===== src/pbc_defs.svh =====
`ifndef PBC_DEFS_SVH
`define PBC_DEFS_SVH

// ****************************************
// Register map
// ****************************************
`define PBC_BMC_OFF      12'h000
`define PBC_BIT_SPEED    13
`define PBC_BIT_AN_EN    12
`define PBC_BIT_PWRDN    11
`define PBC_BIT_ISO      10
`define PBC_BIT_RESTART  9
`define PBC_BIT_DUPLEX   8
`define PBC_BIT_COLTEST  7
`define PBC_RSVD_MSB     6

// ****************************************
// Reset values
// ****************************************
`define PBC_RST_SPEED    1'b0
`define PBC_RST_AN_EN    1'b0
`define PBC_RST_PWRDN    1'b0
`define PBC_RST_ISO      1'b0
`define PBC_RST_RESTART  1'b0
`define PBC_RST_DUPLEX   1'b0
`define PBC_RST_COLTEST  1'b0
`define PBC_STRAP_WAIT   2'h2

// ****************************************
// Timing
// ****************************************
`define PBC_PCLK_NS      40
`define PBC_BIT_NS_100M  10
`define PBC_COL_ON_NS    (512 * `PBC_BIT_NS_100M)
`define PBC_COL_OFF_NS   (4 * `PBC_BIT_NS_100M)
`define PBC_COL_ON_CYC   (`PBC_COL_ON_NS / `PBC_PCLK_NS)
`define PBC_COL_OFF_CYC  (`PBC_COL_OFF_NS / `PBC_PCLK_NS)

`endif


===== src/pbc_pkg.sv =====
package pbc_pkg;

    // Receive side of the MAC data interface
    typedef struct packed
    {
        logic       dv;
        logic       col;
        logic [3:0] d;
    } pbc_mii_rx_type;

    // Whole state of the control block
    typedef struct packed
    {
        logic           speed;
        logic           an_en;
        logic           pwrdn;
        logic           iso;
        logic           restart;
        logic           duplex;
        logic           coltest;
        logic [1:0]     an_sync;
        logic [1:0]     dup_sync;
        logic [1:0]     strap_cnt;
        logic           strap_done;
        logic           restart_pulse;
        logic           col;
        logic [31:0]    rdata;
        pbc_mii_rx_type rx;
    } pbc_state_type;

endpackage


===== src/pbc_ctrl.sv =====
// Our own choice: the APB slave port.
`timescale 1ns/1ps
`include "pbc_defs.svh"
module pbc_ctrl
    import pbc_pkg::*;
(
    input  wire logic           pclk,
    input  wire logic           presetn,
    input  wire logic           psel,
    input  wire logic           penable,
    input  wire logic           pwrite,
    input  wire logic [11:0]    paddr,
    input  wire logic [31:0]    pwdata,
    input  wire logic [3:0]     pstrb,
    output logic [31:0]         prdata,
    output logic                pready,
    output logic                pslverr,
    input  wire logic           strap_an_en,
    input  wire logic           strap_duplex,
    input  wire logic           an_started,
    input  wire logic           an_speed_100,
    input  wire logic           an_full_duplex,
    output logic                an_restart,
    input  wire logic           mii_tx_en,
    output logic                core_tx_en,
    input  wire pbc_mii_rx_type core_rx,
    output pbc_mii_rx_type      mii_rx,
    output logic                mii_rx_oe,
    output logic                mii_col,
    output logic                mii_col_oe,
    output logic                power_down,
    output logic                speed_100,
    output logic                full_duplex
);

    // ****************************************
    // Bus decode
    // ****************************************

    pbc_state_type s_q;        // Registered state
    pbc_state_type s_d;        // Next state
    logic          hit;        // Address selects the register
    logic          wr;         // Write takes effect this edge
    logic          setup;      // Setup phase of any transfer
    logic          live;       // Transceiver functions running
    logic          set_rst;    // Accepted restart request
    logic [15:0]   reg_view;   // Register as software sees it

    // Zero wait states: every access ends in one cycle
    assign pready  = 1'b1;
    assign hit     = (paddr == `PBC_BMC_OFF);
    assign setup   = psel & ~penable;
    assign wr      = psel & penable & pwrite & hit;
    // Unmapped addresses answer with an error
    assign pslverr = psel & penable & ~hit;
    assign prdata  = s_q.rdata;

    always_comb
    begin
        reg_view = 16'h0000;
        reg_view[`PBC_BIT_SPEED]   = s_q.speed;
        reg_view[`PBC_BIT_AN_EN]   = s_q.an_en;
        reg_view[`PBC_BIT_PWRDN]   = s_q.pwrdn;
        reg_view[`PBC_BIT_ISO]     = s_q.iso;
        reg_view[`PBC_BIT_RESTART] = s_q.restart;
        reg_view[`PBC_BIT_DUPLEX]  = s_q.duplex;
        reg_view[`PBC_BIT_COLTEST] = s_q.coltest;
    end

    // ****************************************
    // Next-state logic
    // ****************************************

    // All state updates in one place
    always_comb
    begin
        s_d = s_q;
        set_rst = 1'b0;
        // Strap pins pass two flops before use
        s_d.an_sync  = {s_q.an_sync[0], strap_an_en};
        s_d.dup_sync = {s_q.dup_sync[0], strap_duplex};
        // Read data is captured in the setup phase
        if (setup)
        begin
            s_d.rdata = hit ? {16'h0000, reg_view} : 32'h0000_0000;
        end
        // Upper byte holds every writable bit except collision test
        if (wr && pstrb[1])
        begin
            s_d.speed  = pwdata[`PBC_BIT_SPEED];
            s_d.an_en  = pwdata[`PBC_BIT_AN_EN];
            s_d.pwrdn  = pwdata[`PBC_BIT_PWRDN];
            s_d.iso    = pwdata[`PBC_BIT_ISO];
            s_d.duplex = pwdata[`PBC_BIT_DUPLEX];
        end
        // Lower byte: only collision test is writable
        if (wr && pstrb[0])
        begin
            s_d.coltest = pwdata[`PBC_BIT_COLTEST];
        end
        // software clear only drops the flag
        if (wr && pstrb[1] && !pwdata[`PBC_BIT_RESTART])
        begin
            s_d.restart = 1'b0;
        end
        if (an_started)
        begin
            s_d.restart = 1'b0;
        end
        set_rst = wr && pstrb[1] && pwdata[`PBC_BIT_RESTART] && s_d.an_en;
        // a new request wins over any clear
        if (set_rst)
        begin
            s_d.restart = 1'b1;
        end
        s_d.restart_pulse = set_rst;
        // Straps load once the synchroniser has settled
        if (!s_q.strap_done)
        begin
            s_d.strap_cnt = s_q.strap_cnt + 2'h1;
            if (s_q.strap_cnt == `PBC_STRAP_WAIT)
            begin
                s_d.an_en      = s_q.an_sync[1];
                s_d.duplex     = s_q.dup_sync[1];
                s_d.strap_done = 1'b1;
            end
        end
        // and drops with it one cycle later
        // Next liveness used so pins go quiet on the isolating edge
        if (s_d.pwrdn || s_d.iso)
        begin
            s_d.col = 1'b0;
        end
        else if (s_q.coltest)
        begin
            s_d.col = mii_tx_en;
        end
        else
        begin
            s_d.col = core_rx.col;
        end
        // receive data is held low while detached
        s_d.rx = (s_d.pwrdn || s_d.iso) ? '0 : core_rx;
    end

    // ****************************************
    // State register
    // ****************************************

    // Reset takes constants only; straps load later
    always_ff @(posedge pclk or negedge presetn)
    begin
        if (!presetn)
        begin
            s_q <= '0;
            s_q.speed   <= `PBC_RST_SPEED;
            s_q.an_en   <= `PBC_RST_AN_EN;
            s_q.pwrdn   <= `PBC_RST_PWRDN;
            s_q.iso     <= `PBC_RST_ISO;
            s_q.restart <= `PBC_RST_RESTART;
            s_q.duplex  <= `PBC_RST_DUPLEX;
            s_q.coltest <= `PBC_RST_COLTEST;
        end
        else
        begin
            s_q <= s_d;
        end
    end

    // ****************************************
    // Outputs
    // ****************************************

    // power down or isolate stops the port
    assign live        = ~s_q.pwrdn & ~s_q.iso;
    assign power_down  = s_q.pwrdn;
    assign an_restart  = s_q.restart_pulse;
    assign mii_rx_oe   = live;
    assign mii_col_oe  = live;
    assign mii_col     = s_q.col;
    assign mii_rx      = s_q.rx;
    // transmit from the MAC is ignored while the port is stopped
    assign core_tx_en  = live & mii_tx_en;
    // manual duplex when negotiation is off
    assign speed_100   = s_q.an_en ? an_speed_100 : s_q.speed;
    assign full_duplex = s_q.an_en ? an_full_duplex : s_q.duplex;
endmodule


===== config.mk =====
export PLATFORM = sky130hd
export DESIGN_NAME = pbc_ctrl
export DESIGN_NICKNAME = d
export VERILOG_FILES = /design/src/pbc_pkg.sv /design/src/pbc_ctrl.sv
export VERILOG_INCLUDE_DIRS = /design/src
export SDC_FILE = /design/constraint.sdc
export NUM_CORES = 1
export LEC_CHECK = 0
export BUFFER_PORTS_ARGS = -buffer_cell sky130_fd_sc_hd__buf_4
export CAP_MARGIN = 20
export CORE_MARGIN = 2
export CORE_UTILIZATION = 43
export DETAILED_ROUTE_END_ITERATION = 10
export GPL_TIMING_DRIVEN = 0
export PLACE_DENSITY = 0.9
export SLEW_MARGIN = 15
export SYNTH_ARGS = -nofsm -noshare
export SYNTH_HDL_FRONTEND = slang
export SYNTH_SLANG_ARGS = --single-unit

===== constraint.sdc =====
create_clock -name pclk -period 2.9 [get_ports pclk]
set_input_delay 0.29 -clock pclk [delete_from_list [all_inputs] [get_ports pclk]]
set_output_delay 0.29 -clock pclk [all_outputs]
set_load 0.01 [all_outputs]

==> impl_results.md, run 1 <==
* Longest Clk Path Bufs at 2
* Main combinational cell family by area after synthesis: buffers and inverters
* Fmax at roughly 490 MHz
* Largest stage delay on the critical path at 0.59 ns
* Number of buffers created by CTS at 5
* Crit path buf inv count at 1
* Max-cap viol count at 0
* Synth cell count leaders: 40 x buf_4, 29 x dfrtp_1, 18 x nand2_1
* Die width at 62.60 um
* Worst Path Arrival at 2.23 ns
* Antenna diodes at 0
* Clock Tree Root: clkbuf_4
* Synth Flop Type: dfrtp_1
* Largest net degree at the start of global routing at 30
* Ys async rst share at 1.000
* Top-count cell post-synth: buf_4
* Simple-gate share of the synthesized area at 0.1644
* Slowest CP cell: mux2i_1
* Tot GR Track Use at 0.1565
* # rows at 21
* Vias in the first global route at 1104
* Post-Syn Instances at 141
* Placed cell count at 270
* H-tree depth at 2
* TritonCTS clock tree: built
* Synthesized flop and latch total at 29
* Top cells by area, synth: dfrtp_1 49%, buf_4 20%, nand2_1 4.6%
* Max VDD drop at 0.0002583 V
* Vias/cell at between 4 and 5
* Final Worst Setup Slack at 0.8496 ns
* Mux share of post-synthesis cell area at 0.07288
* Worst-Skew Late Latency at ~0.32 ns
* Initial antenna violation count at 0
* Critical path class: primary input to register
* Delay-heaviest family, CP: simple AND/OR/NAND/NOR gates
* Max_slew headroom at 0.6048
* Starting Density at 0.4460
* Total number of vias at between 1000 and 1500
* Dpl hpwl at between 2 and 2.5 mm
* # setup viols final at 0
* Critical Path Stages at 5
* Adder-cell share of the synthesized area at 0.008475
* Die area at just under 4000 sq um
* Drt wl/cell at 10.30 um
* First-pass GRT wire length at about 4.7 mm
* Lkg Pwr at 0.001150 uW
* Outcome: completed
* Seq/Total Area, Yosys at 0.4915
* GP Congestion at 0.6907
* Crit start category: primary input
* Post-Route WL at between 2 and 3 mm
* RSZ-0062 raised after global routing: false
* # resized after CTS at 0
* Finished Core Util at 0.6485
* Remaining Overflow, GRT at 0
* Final hold violation count at 0
* Worst R2R Path Depth at 3
* Net count, final at 298
* Worst-path cell chain: buf_4, or4_4, nor4_4, mux2i_1, nor2b_1
* Share of cells above drive strength 1 at 0.5064
* Ratio of final minimum period to clock period at 0.7070
* Worst hold path class: primary input to register
* Max-slew violations at 0
* Drt first pass iters at 4
* CP required at approximately 3.1 ns
* Area of the core at 3311 sq um
* Die Ht at 62.60 um
* Non-filler cells, final at 279
* Final min period at 2.050 ns
* # DRC at 0
* # hold bufs at CTS at 1
* Critical Path End Type: register
* Synth area leader: dfrtp_1
* YS warnings at 0
* Clock transition at the registers of the reported paths at 0.08 ns
* Port Buffers at 59
* EDFF count, synth at 0
* CP max FO at 8
* Xor/xnor cell area share of the yosys netlist at 0.005932
* Setup WS pre-CTS at 0.5096 ns
* Sink Count at 29
* Setup TNS at 0 ns
* Mapped Area at 1476 sq um
* IO Count at between 100 and 150
* Worst slew pin tran at slightly below 0.6 ns
* Number of library cell types mapped by synthesis at 25
* Post-route ant nets at 0
* Hold path depth at 1
* Initial DRC Count at 19
* Pwr dens at 383.1 nW/um^2
* Syn Area/Cell at 10.47 sq um
* Clock skew at 0.009889 ns
* Post-synth top area share at 0.4915
* Syn-to-layout area delta at 45.42%
* Compound-Gate Fraction of Synth Area at 0.04068
* Post-CTS setup buffer count at 0
per-stage QoR:
stage                     area, sq um  power [uW]  hold slack [ns]
after floorplan                  1567       490.0        -0.005591
after global placement           2067       550.5           0.2282
after detailed placement         2067       553.7           0.2300
after CTS                        2147       831.8          0.05655
after global routing             2147       863.6          0.04448
final                            2147       822.5          0.07261
power breakdown:
| part | internal [uW] | switching (uW) |
|---|---|---|
| clock network | 140 | 135 |
| registers | 413 | 3.80 |
| logic | 77.7 | 52.8 |
| total | 631 | 191 |
metal layers:
metal	up-vias	track usage	part of all wire	routed length, um
met5	-	0	0	0
met4	0	0.04167	0.0080	23
met3	4	0.06306	0.073	210
met2	38	0.3038	0.58	1660
met1	533	0.1506	0.34	979
li1	579	-	-	-
final cells by class:
class / count / area (sq um)
inverter: 2 / 7.507
timing repair buffer: 60 / 452.9
buffer: 41 / 304.0
tap: 46 / 57.56
fill: 295 / 1164
multi-input combinational: 93 / 529.3
sequential: 29 / 725.7
clock buffer: 7 / 65.06
clock inverter: 1 / 5.005
flip-flops by register name (all words and copies together), names as in the netlist:
| register | cells |
|---|---|
| prdata | 7 |
| mii_rx | 6 |
| reg_view | 6 |
| s_q | 5 |
| s_d | 2 |
| an_restart | 1 |
| mii_col | 1 |
| power_down | 1 |
path summary, 6_finish.rpt:
kind | from | to | slack, ns
setup / recovery | paddr[3] | mii_rx[0]$_DFF_PN0_ | 0.85
hold / removal | strap_an_en | s_d[46]$_DFF_PN0_ | 0.07
setup reg to reg | power_down$_DFF_PN0_ | mii_rx[0]$_DFF_PN0_ | 1.70
hold reg to reg | s_d[44]$_DFF_PN0_ | s_q[44]$_DFF_PN0_ | 0.36
max in group asynchronous | presetn | mii_rx[3]$_DFF_PN0_ | 2.23
min in group asynchronous | presetn | reg_view[8]$_DFF_PN0_ | 0.40
logic make-up after synthesis:
family	after synthesis
other	2
AOI/OAI and AO/OA	12
adders and majority gates	1
DFF	29
and+or+nand+nor	43
buffers and inverters	43
xor gates and xnor gates	1
muxes	10
placed cells by master (no fill, tap or decap):
cell	instances
or4_4	2
dfrtp_1	29
clkbuf_1	1
nand3_1	1
buf_4	99
nor4_1	1
nor2_1	4
nand2_1	18
mux2i_1	4
or2_2	1
nor2b_1	8
inv_1	2
nand2b_1	1
and2_1	1
nor3_2	1
clkbuf_8	2
and3_1	2
clkinv_2	1
xnor2_1	1
o21ai_0	10
clkbuf_4	5
a21oi_1	2
ha_1	1
mux2_2	6
dlygate4sd3_1	1
nor4_4	1
conb_1	26
nand4_1	1
or4_1	1
Power figures use the tool's default switching activity.
==> run 2: changes to the inputs <==
--- a/config.mk
+++ b/config.mk
@@ -9,10 +9,10 @@
 export BUFFER_PORTS_ARGS = -buffer_cell sky130_fd_sc_hd__buf_4
 export CAP_MARGIN = 20
 export CORE_MARGIN = 2
-export CORE_UTILIZATION = 43
+export CORE_UTILIZATION = 36
 export DETAILED_ROUTE_END_ITERATION = 10
 export GPL_TIMING_DRIVEN = 0
-export PLACE_DENSITY = 0.9
+export PLACE_DENSITY = 0.81
 export SLEW_MARGIN = 15
 export SYNTH_ARGS = -nofsm -noshare
 export SYNTH_HDL_FRONTEND = slang
==> constraint.sdc (replaced) <==
create_clock -name pclk -period 1.74 [get_ports pclk]
set_input_delay 0.174 -clock pclk [delete_from_list [all_inputs] [get_ports pclk]]
set_output_delay 0.174 -clock pclk [all_outputs]
set_load 0.01 [all_outputs]
==> impl_results.md, run 2 (synthesis results as in run 1) <==
* Fmax at between 600 and 700 MHz
* Share of cells above drive strength 1 at 0.5127 (+0.006274)
* Flop-to-flop setup slack at 0.62 ns (-1.08 ns)
* Dpl hpwl at 2.405 mm (+0.69%)
* CP max FO at 7 (-1)
* Lkg Pwr at 0.001187 uW (+3.1%)
* Non-filler cells, final at 286 (+2.5%)
* Remaining Overflow, GRT at 0 (unchanged)
* Outcome: completed
* Worst-path cell chain: buf_4, or4_4, nor4_4, buf_4, mux2_2
* Worst min-delay path endpoint: mii_rx[1]$_DFF_PN0_
* # DRC at 0 (unchanged)
* Sink Count at 29 (unchanged)
* Largest net degree at the start of global routing at 30 (unchanged)
* Longest Clk Path Bufs at 2 (unchanged)
* Die Ht at 68.04 um (+8.7%)
* H-tree depth at 2 (unchanged)
* Pwr dens at 652.2 nW/um^2 (+70%)
* Met2 Use GR at 0.2549 (-0.04891)
* Final hold violation count at 0 (unchanged)
* Area of the core at 3971 sq um (+20%)
* Max-cap viol count at 0 (unchanged)
* Commonest non-fill, non-tap cells in the layout: 100 x buf_4, 29 x dfrtp_1, 26 x conb_1
* GRT met3 Usage at 0.06086 (-0.002208)
* Ratio of final minimum period to clock period at 0.9530
* Worst reg2reg endpoint: mii_rx[2]$_DFF_PN0_
* Crit start category: primary input
* Post-route ant nets at 0 (unchanged)
* Crit path buf inv count at 2 (+1)
* Slowest CP cell: or4_4
* Tot GR Track Use at 0.1356 (-0.02091)
* Antenna diodes at 0 (unchanged)
* Max VDD drop at 0.0004940 V (+91%)
* Max reg flops at 7 (unchanged)
* Starting Density at 0.3718 (-0.07419)
* Initial DRC Count at 19 (unchanged)
* First-pass GRT wire length at 4.512 mm (-5.0%)
* Clock transition at the registers of the reported paths at 0.06 ns (-0.02 ns)
* Worst R2R Path Depth at 3 (unchanged)
* Syn-to-layout area delta at 49.66%
* Die area at 4629 sq um (+18%)
* Hold path depth at 2 (+1)
* GP Congestion at 0.7464 (+8.1%)
* # setup viols final at 0 (unchanged)
* Largest stage delay on the critical path at 0.57 ns (-0.02 ns)
* Final min period at 1.658 ns
* Worst hold path class: primary input to register
* Total number of vias at 1140 (-1.2%)
* Die width at 68.04 um (+8.7%)
* Net count, final at 301 (+1.0%)
* Most common cell after layout, fill and taps aside: buf_4
* Critical path class: primary input to register
* # rows at 23 (+9.5%)
* Clock skew at 0.004517 ns (-0.005372 ns)
* TritonCTS clock tree: built
* Drt first pass iters at 2 (-2)
* Worst-Skew Late Latency at 0.27 ns (-0.05 ns)
* Critical Path End Type: register
* Port Buffers at 59 (unchanged)
* Final Worst Setup Slack at 0.08171 ns (-0.7679 ns)
* Initial antenna violation count at 0 (unchanged)
* Cell mode on critical path: buf_4
* CP required at 1.90 ns (-1.18 ns)
* GR peak layer: met2
* RSZ-0062 raised after global routing: false
* Vias in the first global route at 1067 (-3.4%)
* Clock Tree Root: clkbuf_8
* Setup WS pre-CTS at -0.4514 ns (-0.9611 ns)
* GR Layer Usage met1 at 0.1233 (-0.02730)
* IO Count at 113 (unchanged)
* Worst hold path startpoint: core_rx[1]
* Number of buffers created by CTS at 5 (unchanged)
* Vias/cell at 3.986 (-3.6%)
* Critical R2R Launch: power_down$_DFF_PN0_
* Max-slew violations at 0 (unchanged)
* Post-Route WL at 3.000 mm (+4.4%)
* Placed cell count at 274 (+1.5%)
* Drt wl/cell at 10.49 um (+1.8%)
* Delay-heaviest family, CP: simple AND/OR/NAND/NOR gates
* Worst Path Arrival at 1.82 ns (-0.41 ns)
[run 2: layer usage]
| metal | part of all wire | wire length (um) |
|---|---|---|
| met4 | 0.030 | 89 |
| met2 | 0.55 | 1649 |
| met5 | 0 | 0 |
| met1 | 0.35 | 1049 |
| met3 | 0.070 | 211 |
[run 2: where the power goes]
part | switching, uW | total, uW | internal [uW]
Combinational | 89.8 | 223 | 133
Clock | 247 | 522 | 275
Sequential | 6.09 | 696 | 690
[run 2: how the worst max path moves through the flow]
stage,from,to,slack (ns),cells after the start
CTS,paddr[3],reg_view[10]$_DFF_PN0_,0.08,5
global placement,paddr[11],mii_rx[3]$_DFF_PN0_,-0.41,5
finish,paddr[3],reg_view[10]$_DFF_PN0_,0.08,5
global route,paddr[3],mii_rx[3]$_DFF_PN0_,0.03,5
detailed placement,paddr[11],mii_rx[2]$_DFF_PN0_,-0.45,5
floorplan,paddr[11],mii_rx[0]$_DFF_PN0_,-0.10,4
[run 2: what timing repair did]
action / CTS / global route
hold endpoints to repair: 31 / 0
hold buffers: 3 / 0
buffers inserted: 1 / 0
gates resized for setup: 1 / 0
setup endpoints to repair: 8 / 0
[run 2: layout make-up]
class | count | area (sq um)
fill | 364 | 1762
inverter | 2 | 7.507
multi-input combinational | 93 | 543.0
timing repair buffer | 63 | 480.5
sequential | 29 | 725.7
clock inverter | 3 | 17.52
tap | 50 | 62.56
buffer | 41 | 304.0
clock buffer | 5 | 68.82
[run 2: stage by stage]
stage | hold slack (ns) | power [uW] | instance area, sq um | TNS (ns) | utilization
detailed placement | 0.1185 | 923.4 | 2079 | -4.544 | 0.5236
floorplan | -0.1216 | 817.5 | 1574 | -0.7592 | -
CTS | 0.1186 | 1459 | 2210 | 0 | 0.5564
finish | 0.1241 | 1441 | 2210 | 0 | 0.5564
global placement | 0.1214 | 919.5 | 2079 | -4.168 | 0.5236
global route | 0.1190 | 1520 | 2210 | 0 | 0.5564
